<file path="config.mk">
export PLATFORM = sky130hd
export DESIGN_NAME = dma_channel_mode_control
export DESIGN_NICKNAME = d
export VERILOG_FILES = /design/src/rtl/dma_pkg.sv /design/src/rtl/dma_channel_mode_control.sv /design/src/rtl/dma_chan_regs.sv
export SDC_FILE = /design/constraint.sdc
export NUM_CORES = 2
export LEC_CHECK = 0
export ABC_CLOCK_PERIOD_IN_PS = 28700
export BUFFER_PORTS_ARGS = -buffer_cell sky130_fd_sc_hd__buf_4
export CORE_MARGIN = 4
export CORE_UTILIZATION = 55
export CTS_BUF_LIST = sky130_fd_sc_hd__clkbuf_4
export DETAILED_ROUTE_END_ITERATION = 12
export PLACE_DENSITY_LB_ADDON = 0.3
export SYNTH_ARGS = -nofsm -noshare
export SYNTH_HDL_FRONTEND = slang
export SYNTH_SLANG_ARGS = --single-unit
</file>
<file path="constraint.sdc">
create_clock -name CLK -period 28.7 [get_ports CLK]
set_input_delay 7.175 -clock CLK [delete_from_list [all_inputs] [get_ports CLK]]
set_output_delay 7.175 -clock CLK [all_outputs]
set_load 0.03 [all_outputs]
</file>
<file path="src/rtl/dma_pkg.sv">
package dma_pkg;

    ////////////////////////////////////////////////////////////////////////////
    // Geometry
    localparam int NUM_CH     = 4;
    localparam int NUM_EXT    = 2;
    localparam int CNT_W      = 24;
    localparam int OFS_W      = 8;

    ////////////////////////////////////////////////////////////////////////////
    // Register map: one block of four words per channel
    localparam logic [1:0]       IDX_SRC    = 2'h0;
    localparam logic [1:0]       IDX_DST    = 2'h1;
    localparam logic [1:0]       IDX_CNT    = 2'h2;
    localparam logic [1:0]       IDX_CTRL   = 2'h3;
    localparam int               WORD_LSB   = 2;
    localparam int               CH_LSB     = 4;
    localparam logic [OFS_W-1:0] MAP_TOP    = 8'h40;

    ////////////////////////////////////////////////////////////////////////////
    // Control register fields
    localparam int BIT_OVERRUN  = 23;
    localparam int BIT_END_POL  = 22;
    localparam int BIT_ACK_TIM  = 17;
    localparam int BIT_ACK_POL  = 16;
    localparam int DM_HI        = 15;
    localparam int DM_LO        = 14;
    localparam int SM_HI        = 13;
    localparam int SM_LO        = 12;
    localparam int RS_HI        = 11;
    localparam int RS_LO        = 8;
    localparam int SZ_HI        = 4;
    localparam int SZ_LO        = 3;
    localparam int BIT_DONE     = 1;
    localparam int BIT_EN       = 0;

    localparam logic [31:0] CTRL_MASK_EXT = 32'h00C3FF1B;
    localparam logic [31:0] CTRL_MASK_INT = 32'h0000FF1B;
    localparam logic [31:0] CTRL_RESET    = 32'h00000000;
    localparam logic [31:0] ADDR_RESET    = 32'h00000000;
    localparam logic [CNT_W-1:0] CNT_RESET = 24'h000000;
    localparam logic [CNT_W-1:0] CNT_ONE   = 24'h000001;

    ////////////////////////////////////////////////////////////////////////////
    // Encodings
    localparam logic [1:0] ADDR_FIXED = 2'h0;
    localparam logic [1:0] ADDR_INC   = 2'h1;
    localparam logic [1:0] ADDR_DEC   = 2'h2;

    localparam logic [3:0] RS_EXT_DUAL      = 4'h0;
    localparam logic [3:0] RS_SINGLE_TO_DEV = 4'h2;
    localparam logic [3:0] RS_SINGLE_FROM_DEV = 4'h3;
    localparam logic [3:0] RS_AUTO          = 4'h4;

    localparam logic [1:0] SZ_BYTE = 2'h0;
    localparam logic [1:0] SZ_WORD = 2'h1;
    localparam logic [1:0] SZ_LONG = 2'h2;
    localparam logic [1:0] SZ_16B  = 2'h3;

    localparam logic [31:0] STEP_BYTE = 32'h00000001;
    localparam logic [31:0] STEP_WORD = 32'h00000002;
    localparam logic [31:0] STEP_LONG = 32'h00000004;
    localparam logic [31:0] STEP_16B  = 32'h00000010;

endpackage

</file>
<file path="src/rtl/dma_channel_mode_control.sv">
// Register access over APB and the register addresses were chosen for this implementation.
`timescale 1ns/1ps
module dma_channel_mode_control #(
    parameter int NUM_CH  = dma_pkg::NUM_CH,
    parameter int NUM_EXT = dma_pkg::NUM_EXT
) (
    input  wire logic                       CLK,
    input  wire logic                       RST_B,
    input  wire logic                       PSEL,
    input  wire logic                       PENABLE,
    input  wire logic                       PWRITE,
    input  wire logic [dma_pkg::OFS_W-1:0]  PADDR,
    input  wire logic [31:0]                PWDATA,
    output logic [31:0]                     PRDATA,
    output logic                            PREADY,
    output logic                            PSLVERR,
    input  wire logic [NUM_EXT-1:0]         EXT_REQUEST_IN,
    output logic [NUM_EXT-1:0]              EXT_ACKNOWLEDGE_OUT,
    output logic [NUM_EXT-1:0]              TRANSFER_END_OUT,
    output logic                            XFER_VALID,
    output logic                            XFER_WRITE,
    output logic [31:0]                     XFER_ADDR
);

    ////////////////////////////////////////////////////////////////////////////
    // Elaboration checks
    if (NUM_CH < 1 || NUM_CH > 4) begin : g_bad_ch
        $error("NUM_CH must be 1 to 4 to fit the register map");
    end
    if (NUM_EXT < 1 || NUM_EXT > NUM_CH) begin : g_bad_ext
        $error("NUM_EXT must be 1 to NUM_CH");
    end

    localparam int CH_W = 2;

    typedef enum logic [1:0] {
        ST_IDLE,
        ST_READ,
        ST_WRITE,
        ST_SINGLE
    } state_t;

    ////////////////////////////////////////////////////////////////////////////
    // Reset release
    logic [1:0] rst_sync_q;
    logic       rst_n;

    always_ff @(posedge CLK or negedge RST_B) begin
        if (!RST_B) begin
            rst_sync_q <= 2'h0;
        end else begin
            rst_sync_q <= {rst_sync_q[0], 1'b1};
        end
    end
    assign rst_n = rst_sync_q[1];

    ////////////////////////////////////////////////////////////////////////////
    // Per-channel registers
    logic [31:0]               src_q  [NUM_CH];
    logic [31:0]               dst_q  [NUM_CH];
    logic [dma_pkg::CNT_W-1:0] cnt_q  [NUM_CH];
    logic [31:0]               ctrl_q [NUM_CH];
    logic [NUM_CH-1:0]         wr_en;
    logic [NUM_CH-1:0]         unit_done;
    logic                      last_unit;
    logic                      bus_write;
    logic                      in_map;
    logic [CH_W-1:0]           addr_ch;
    logic [1:0]                addr_idx;

    assign in_map    = PADDR < dma_pkg::MAP_TOP;
    assign addr_ch   = PADDR[dma_pkg::CH_LSB +: CH_W];
    assign addr_idx  = PADDR[dma_pkg::WORD_LSB +: 2];
    assign bus_write = PSEL && PENABLE && PWRITE && in_map && (int'(addr_ch) < NUM_CH);

    for (genvar g = 0; g < NUM_CH; g++) begin : g_ch
        assign wr_en[g] = bus_write && (int'(addr_ch) == g);
        dma_chan_regs #(
            .HAS_EXT   (g < NUM_EXT)
        ) u_regs (
            .clk       (CLK),
            .rst_n     (rst_n),
            .wr_en     (wr_en[g]),
            .wr_idx    (addr_idx),
            .wdata     (PWDATA),
            .unit_done (unit_done[g]),
            .last_unit (last_unit),
            .src_q     (src_q[g]),
            .dst_q     (dst_q[g]),
            .cnt_q     (cnt_q[g]),
            .ctrl_q    (ctrl_q[g])
        );
    end

    ////////////////////////////////////////////////////////////////////////////
    // APB slave: read data is captured in the setup cycle, so no wait states
    logic [31:0] rd_word;
    logic        addr_ok;

    assign addr_ok = in_map && (int'(addr_ch) < NUM_CH);

    always_comb begin
        rd_word = 32'h00000000;
        if (addr_ok) begin
            unique case (addr_idx)
                dma_pkg::IDX_SRC:  rd_word = src_q[addr_ch];
                dma_pkg::IDX_DST:  rd_word = dst_q[addr_ch];
                dma_pkg::IDX_CNT:  rd_word = {{(32-dma_pkg::CNT_W){1'b0}}, cnt_q[addr_ch]};
                dma_pkg::IDX_CTRL: rd_word = ctrl_q[addr_ch];
            endcase
        end
    end

    always_ff @(posedge CLK or negedge rst_n) begin
        if (!rst_n) begin
            PRDATA <= 32'h00000000;
        end else if (PSEL && !PENABLE && !PWRITE) begin
            PRDATA <= rd_word;
        end
    end

    assign PREADY  = 1'b1;
    assign PSLVERR = PSEL && PENABLE && !addr_ok;

    ////////////////////////////////////////////////////////////////////////////
    // Request pick-up; overrun 0 ignores requests seen while a unit runs
    logic [NUM_CH-1:0] pend_q;
    logic [NUM_CH-1:0] want;
    logic [NUM_CH-1:0] start;
    state_t            state_q;
    logic [CH_W-1:0]   act_q;

    function automatic logic is_ext(input logic [31:0] c);
        logic [3:0] rs;
        rs = c[dma_pkg::RS_HI:dma_pkg::RS_LO];
        is_ext = (rs == dma_pkg::RS_EXT_DUAL) || (rs == dma_pkg::RS_SINGLE_TO_DEV) ||
                 (rs == dma_pkg::RS_SINGLE_FROM_DEV);
    endfunction

    function automatic logic is_single(input logic [31:0] c);
        logic [3:0] rs;
        rs = c[dma_pkg::RS_HI:dma_pkg::RS_LO];
        is_single = (rs == dma_pkg::RS_SINGLE_TO_DEV) || (rs == dma_pkg::RS_SINGLE_FROM_DEV);
    endfunction

    for (genvar g = 0; g < NUM_CH; g++) begin : g_req
        if (g < NUM_EXT) begin : g_ext
            always_ff @(posedge CLK or negedge rst_n) begin
                if (!rst_n) begin
                    pend_q[g] <= 1'b0;
                end else if (EXT_REQUEST_IN[g] &&
                             (state_q == ST_IDLE || ctrl_q[g][dma_pkg::BIT_OVERRUN])) begin
                    pend_q[g] <= 1'b1;
                end else if (start[g] || !ctrl_q[g][dma_pkg::BIT_EN]) begin
                    pend_q[g] <= 1'b0;
                end
            end
            assign want[g] = ctrl_q[g][dma_pkg::BIT_EN] &&
                             (is_ext(ctrl_q[g]) ? pend_q[g] :
                              ctrl_q[g][dma_pkg::RS_HI:dma_pkg::RS_LO] == dma_pkg::RS_AUTO);
        end else begin : g_int
            assign pend_q[g] = 1'b0;
            assign want[g]   = ctrl_q[g][dma_pkg::BIT_EN] &&
                               ctrl_q[g][dma_pkg::RS_HI:dma_pkg::RS_LO] == dma_pkg::RS_AUTO;
        end
    end

    // Fixed priority, lowest channel first
    logic [CH_W-1:0] pick;
    logic            any_want;

    always_comb begin
        pick     = '0;
        any_want = 1'b0;
        for (int i = NUM_CH - 1; i >= 0; i--) begin
            if (want[i]) begin
                pick     = CH_W'(i);
                any_want = 1'b1;
            end
        end
    end

    for (genvar g = 0; g < NUM_CH; g++) begin : g_start
        assign start[g]     = (state_q == ST_IDLE) && any_want && (int'(pick) == g);
        assign unit_done[g] = (int'(act_q) == g) && (state_q == ST_WRITE || state_q == ST_SINGLE);
    end

    ////////////////////////////////////////////////////////////////////////////
    // Unit sequencer: dual mode reads then writes, single mode is one cycle
    logic [31:0] act_ctrl;

    assign act_ctrl  = ctrl_q[act_q];
    assign last_unit = cnt_q[act_q] == dma_pkg::CNT_ONE;

    always_ff @(posedge CLK or negedge rst_n) begin
        if (!rst_n) begin
            state_q <= ST_IDLE;
        end else begin
            unique case (state_q)
                ST_IDLE: begin
                    if (any_want) begin
                        state_q <= (int'(pick) < NUM_EXT && is_single(ctrl_q[pick])) ? ST_SINGLE : ST_READ;
                    end
                end
                ST_READ:   state_q <= ST_WRITE;
                ST_WRITE:  state_q <= ST_IDLE;
                ST_SINGLE: state_q <= ST_IDLE;
            endcase
        end
    end

    always_ff @(posedge CLK or negedge rst_n) begin
        if (!rst_n) begin
            act_q <= '0;
        end else if (state_q == ST_IDLE && any_want) begin
            act_q <= pick;
        end
    end

    ////////////////////////////////////////////////////////////////////////////
    // Bus cycle toward memory
    logic        cyc_valid;
    logic        cyc_write;
    logic [31:0] cyc_addr;

    always_comb begin
        cyc_valid = 1'b0;
        cyc_write = 1'b0;
        cyc_addr  = 32'h00000000;
        unique case (state_q)
            ST_IDLE: begin
                cyc_valid = 1'b0;
            end
            ST_READ: begin
                cyc_valid = 1'b1;
                cyc_addr  = src_q[act_q];
            end
            ST_WRITE: begin
                cyc_valid = 1'b1;
                cyc_write = 1'b1;
                cyc_addr  = dst_q[act_q];
            end
            ST_SINGLE: begin
                // Memory side only; the device side is addressed by acknowledge
                cyc_valid = 1'b1;
                if (act_ctrl[dma_pkg::RS_HI:dma_pkg::RS_LO] == dma_pkg::RS_SINGLE_TO_DEV) begin
                    cyc_addr = src_q[act_q];
                end else begin
                    cyc_write = 1'b1;
                    cyc_addr  = dst_q[act_q];
                end
            end
        endcase
    end

    always_ff @(posedge CLK or negedge rst_n) begin
        if (!rst_n) begin
            XFER_VALID <= 1'b0;
            XFER_WRITE <= 1'b0;
            XFER_ADDR  <= 32'h00000000;
        end else begin
            XFER_VALID <= cyc_valid;
            XFER_WRITE <= cyc_write;
            XFER_ADDR  <= cyc_addr;
        end
    end

    ////////////////////////////////////////////////////////////////////////////
    // Handshake pins, registered so they line up with the bus cycle outputs.
    // Polarity changes take effect one clock after the control write, even when idle, so the pin rests inactive.
    for (genvar g = 0; g < NUM_EXT; g++) begin : g_pin
        logic mine;
        logic ack_on;
        logic end_on;

        assign mine   = (int'(act_q) == g) && is_ext(ctrl_q[g]);
        assign ack_on = mine && ((state_q == ST_SINGLE) ||
                                 (state_q == ST_READ  && !ctrl_q[g][dma_pkg::BIT_ACK_TIM]) ||
                                 (state_q == ST_WRITE &&  ctrl_q[g][dma_pkg::BIT_ACK_TIM]));
        assign end_on = (int'(act_q) == g) && last_unit && (state_q == ST_WRITE || state_q == ST_SINGLE);

        always_ff @(posedge CLK or negedge rst_n) begin
            if (!rst_n) begin
                EXT_ACKNOWLEDGE_OUT[g] <= 1'b1;
                TRANSFER_END_OUT[g]    <= 1'b1;
            end else begin
                EXT_ACKNOWLEDGE_OUT[g] <= ack_on ~^ ctrl_q[g][dma_pkg::BIT_ACK_POL];
                TRANSFER_END_OUT[g]    <= end_on ~^ ctrl_q[g][dma_pkg::BIT_END_POL];
            end
        end
    end

endmodule

</file>
<file path="src/rtl/dma_chan_regs.sv">
`timescale 1ns/1ps
module dma_chan_regs #(
    parameter bit HAS_EXT = 1'b1
) (
    input  wire logic                       clk,
    input  wire logic                       rst_n,
    input  wire logic                       wr_en,
    input  wire logic [1:0]                 wr_idx,
    input  wire logic [31:0]                wdata,
    input  wire logic                       unit_done,
    input  wire logic                       last_unit,
    output logic [31:0]                     src_q,
    output logic [31:0]                     dst_q,
    output logic [dma_pkg::CNT_W-1:0]       cnt_q,
    output logic [31:0]                     ctrl_q
);

    localparam logic [31:0] MASK = HAS_EXT ? dma_pkg::CTRL_MASK_EXT : dma_pkg::CTRL_MASK_INT;

    logic [1:0] size;
    logic [3:0] rsel;
    logic       skip_src;
    logic       skip_dst;

    assign size     = ctrl_q[dma_pkg::SZ_HI:dma_pkg::SZ_LO];
    assign rsel     = ctrl_q[dma_pkg::RS_HI:dma_pkg::RS_LO];
    assign skip_src = HAS_EXT && (rsel == dma_pkg::RS_SINGLE_FROM_DEV);
    assign skip_dst = HAS_EXT && (rsel == dma_pkg::RS_SINGLE_TO_DEV);

    // Step by unit size; mode 11 is treated as fixed, so a prohibited code cannot run away
    function automatic logic [31:0] next_addr(input logic [31:0] a, input logic [1:0] mode, input logic [1:0] sz);
        logic [31:0] step;
        step = dma_pkg::STEP_BYTE;
        unique case (sz)
            dma_pkg::SZ_BYTE: step = dma_pkg::STEP_BYTE;
            dma_pkg::SZ_WORD: step = dma_pkg::STEP_WORD;
            dma_pkg::SZ_LONG: step = dma_pkg::STEP_LONG;
            dma_pkg::SZ_16B:  step = dma_pkg::STEP_16B;
        endcase
        if (mode == dma_pkg::ADDR_INC) begin
            next_addr = a + step;
        end else if (mode == dma_pkg::ADDR_DEC) begin
            next_addr = a - step;
        end else begin
            next_addr = a;
        end
    endfunction

    ////////////////////////////////////////////////////////////////////////////
    // Address registers always hold the next address to use
    always_ff @(posedge clk or negedge rst_n) begin
        if (!rst_n) begin
            src_q <= dma_pkg::ADDR_RESET;
        end else if (unit_done && !skip_src) begin
            src_q <= next_addr(src_q, ctrl_q[dma_pkg::SM_HI:dma_pkg::SM_LO], size);
        end else if (wr_en && wr_idx == dma_pkg::IDX_SRC) begin
            src_q <= wdata;
        end
    end

    always_ff @(posedge clk or negedge rst_n) begin
        if (!rst_n) begin
            dst_q <= dma_pkg::ADDR_RESET;
        end else if (unit_done && !skip_dst) begin
            dst_q <= next_addr(dst_q, ctrl_q[dma_pkg::DM_HI:dma_pkg::DM_LO], size);
        end else if (wr_en && wr_idx == dma_pkg::IDX_DST) begin
            dst_q <= wdata;
        end
    end

    always_ff @(posedge clk or negedge rst_n) begin
        if (!rst_n) begin
            cnt_q <= dma_pkg::CNT_RESET;
        end else if (unit_done) begin
            cnt_q <= cnt_q - dma_pkg::CNT_ONE;
        end else if (wr_en && wr_idx == dma_pkg::IDX_CNT) begin
            cnt_q <= wdata[dma_pkg::CNT_W-1:0];
        end
    end

    ////////////////////////////////////////////////////////////////////////////
    // Control: reserved bits never store; done is set by hardware over a clear
    always_ff @(posedge clk or negedge rst_n) begin
        if (!rst_n) begin
            ctrl_q <= dma_pkg::CTRL_RESET;
        end else begin
            if (wr_en && wr_idx == dma_pkg::IDX_CTRL) begin
                ctrl_q <= wdata & MASK;
            end
            if (unit_done && last_unit) begin
                ctrl_q[dma_pkg::BIT_DONE] <= 1'b1;
                ctrl_q[dma_pkg::BIT_EN]   <= 1'b0;
            end
        end
    end

endmodule

</file>
==> flow_metrics.env <==
export IMPL_status="complete, no violations"
export IMPL_synth_enable_flop_cells=0
export IMPL_hold_buffers=0
export IMPL_vdd_ir_drop_max_mv=0.0509
export IMPL_firstDrtPassIters=8
export IMPL_clk_pin_slew_ns=0.05
export IMPL_drc=0
export IMPL_fmax_mhz=67.0
export IMPL_hold_viol_final=0
export IMPL_worstPathCellList="buf_4 > nor2_1 > nor2_1 > buf_4"
export IMPL_cap_violations=0
export IMPL_vias=37600
export IMPL_drive_gt1_share_pct=14.6
export IMPL_slowest_stage="nor2_1"
export IMPL_clock_latency_ns=1.04
export IMPL_synth_area_top_cells="dfrtp_1 31%, mux4_2 10%, ha_1 8.5%, a21oi_1 6.0%, o21ai_0 4.9%"
export IMPL_synth_top_area_cell="dfrtp_1"
export IMPL_cts_buffer_depth=3
export IMPL_synth_async_reset_ratio_pct=100
export IMPL_port_buffer_count=115
export IMPL_skew_ns=0.0753
export IMPL_cts_tree="built"
export IMPL_hold_path_class="reg2reg"
export IMPL_synth_commonest_cells="482 x dfrtp_1, 471 x a21oi_1, 468 x nand2_1, 391 x nor2_1, 381 x o21ai_0"
export IMPL_grt_max_degree=164
export IMPL_path_class="in2out"
export IMPL_die_area_um2=75700
export IMPL_cts_buffers=144
export IMPL_postPlaceCellArea_um2=40800
export IMPL_p_per_area_nw_per_um2=75.0
export IMPL_grt_pass1_wl_um=211000
export IMPL_top_layer="met5"
export IMPL_synth_most_common_cell="dfrtp_1"
export IMPL_first_iter_violations=4609
export IMPL_fin_area_um2=42600
export IMPL_fin_setup_tns_ns=0
export IMPL_cts_root_buf="clkbuf_4"
export IMPL_pin_count=119
export IMPL_met1Wirelength_um=54200
export IMPL_ctsResizeCount=0
export IMPL_final_nets=4843
export IMPL_cts_sinks=486
export IMPL_finalMaxSlewViolations=0
export IMPL_area_growth_pct=8.57
export IMPL_core_um2=70400
export IMPL_slew_headroom_pct=14.3
export IMPL_synth_ff_type="dfrtp_1"
export IMPL_cts_setup_buffers=0
export IMPL_required_ns=21.52
export IMPL_instances_no_fill=5569
export IMPL_crit_arrival_ns=7.76
export IMPL_dpl_cell_count=5314
export IMPL_wl_met2_um=59500
export IMPL_worst_slew_pin_slew_ns=1.28
export IMPL_grt_use_total_pct=36.5
export IMPL_via_per_inst=6.75
export IMPL_worstPathMaxFanout=4
export IMPL_period_needed_ns=14.93
export IMPL_cts_max_level=4
export IMPL_synth_seq_cells=486
export IMPL_yosysUniqueCellTypes=91
export IMPL_rrSetupSlack_ns=23.76
export IMPL_grt_pass1_vias=35200
export IMPL_syn_instance_count=4451
export IMPL_rsz0062_at_grt="no"
export IMPL_detail_route_antenna_nets=0
export IMPL_gp_congestion=1.05
export IMPL_yosysSeqAreaShare_pct=31.0
export IMPL_slowest_delay_ns=0.22
export IMPL_ys_warn_count=0
export IMPL_routedWlPerCell_um=25.1
export IMPL_dr_wl_met3_um=14700
export IMPL_p_leak_nw=17.9
export IMPL_syn_area_per_cell_um2=8.82
export IMPL_worst_setup_path_start_kind="primary input"
export IMPL_antenna_found_initial=8
export IMPL_drt_wl_total_um=140000
export IMPL_die_h_um=275
export IMPL_synth_top_cell_area_share_pct=30.7
export IMPL_grt_ovfl_total=0
export IMPL_syn_area_um2=39300
export IMPL_start_util_pct=55.8
export IMPL_end_kind="output port"
export IMPL_rows=97
export IMPL_period_share_pct=52.0
export IMPL_setup_viol=0
export IMPL_hpwl_um=104000
export IMPL_die_x_um=275
==> cell usage in the layout (no fill, tap or decap), types with 23 or more instances in the layout <==
| cell type | n |
|---|---|
| a21o_1 | 122 |
| nand3_1 | 105 |
| o2bb2ai_1 | 23 |
| o211ai_1 | 30 |
| mux2i_1 | 61 |
| mux4_2 | 176 |
| clkinv_1 | 35 |
| a211oi_1 | 61 |
| inv_1 | 135 |
| dfrtp_1 | 479 |
| nand2_1 | 468 |
| nor2_1 | 382 |
| a31oi_1 | 74 |
| and3_1 | 39 |
| nor4_1 | 29 |
| ha_1 | 268 |
| o21a_1 | 38 |
| mux2_2 | 40 |
| nor2b_1 | 41 |
| a221o_1 | 27 |
| o21ai_0 | 379 |
| o22ai_1 | 23 |
| xnor2_1 | 116 |
| a22oi_1 | 40 |
| nor3_1 | 86 |
| nand2b_1 | 37 |
| a21oi_1 | 470 |
| nand4_1 | 28 |
| clkbuf_4 | 195 |
| buf_4 | 171 |
| xor2_1 | 85 |
| or3_1 | 30 |
==> power by group <==
part | switching (mW) | internal (mW) | total, mW
Sequential | 0.190 | 0.806 | 0.996
Combinational | 0.849 | 0.675 | 1.52
Clock | 0.336 | 0.342 | 0.678
Total | 1.37 | 1.82 | 3.20
==> critical path: cells and delay by family <==
| kind | cells | cell delay, ns |
|---|---|---|
| AND/OR/NAND/NOR | 2 | 0.30 |
| buffers and inverters | 2 | 0.28 |
==> per-layer routing <==
metal | vias to the layer above | GRT usage [%]
li1 | 16800 | -
met1 | 18000 | 47.5
met2 | 2222 | 53.9
met3 | 575 | 8.73
met4 | 2 | 25.7
met5 | - | 0
==> flip-flops by register name, indices dropped and copies added, names as in the netlist <==
name,cells
TRANSFER_END_OUT,2
g_ch.u_regs.dst_q,128
EXT_ACKNOWLEDGE_OUT,2
act_q,2
g_ch.u_regs.cnt_q,96
g_ch.u_regs.src_q,128
PRDATA,32
XFER_WRITE,1
XFER_VALID,1
pend_q,2
state_q,2
g_ch.u_regs.ctrl_q,56
XFER_ADDR,32
rst_sync_q,2
==> worst paths after layout <==
path	from	endpoint	depth (start not counted)
worst max-delay path	PADDR[7]	PSLVERR	4
max in group asynchronous	RST_B	rst_sync_q[1]	1
worst min register to register	rst_sync_q[0]	rst_sync_q[1]	0
worst min-delay path	rst_sync_q[0]	rst_sync_q[1]	0
min in group asynchronous	rst_sync_q[1]	g_ch[1].u_regs.dst_q[29]	1
worst max register to register	act_q[0]	g_ch[3].u_regs.src_q[27]	8
==> layout make-up <==
class | count | area [um^2]
diodes | 9 | 22.5
clock buffers | 195 | 1460
clock inverters | 51 | 304
fillers | 6227 | 27800
inverters | 135 | 507
multi-input cells | 3580 | 25700
flip-flops and latches | 486 | 12200
well taps | 940 | 1180
repair buffers | 173 | 1320
==> cells by family (layout without fill, tap and decap cells) <==
| family | Yosys count | in the layout | synth area share (%) |
|---|---|---|---|
| compound gates | 1485 | 1485 | 23.5 |
| simple gates | 1339 | 1339 | 15.4 |
| flops | 486 | 486 | 31.0 |
| buf+inv | 386 | 554 | 3.89 |
| mux | 277 | 277 | 12.8 |
| fa+ha+maj | 276 | 276 | 8.95 |
| xor+xnor | 201 | 201 | 4.48 |
| other cells | 1 | 11 | 0.00955 |
==> per-stage QoR <==
stage / hold slack [ns] / setup slack, ns / power [mW] / util, %
detailed placement: 0.341 / 13.78 / 2.48 / 58.0
CTS: 0.353 / 13.77 / 3.17 / 60.5
global route: 0.355 / 13.72 / 3.39 / 60.5
global placement: 0.336 / 13.78 / 2.45 / 58.0
finish: 0.348 / 13.77 / 3.20 / 60.6
floorplan: 0.331 / 13.88 / 2.07 / -
Note: power is estimated with default switching activity, not from simulation.
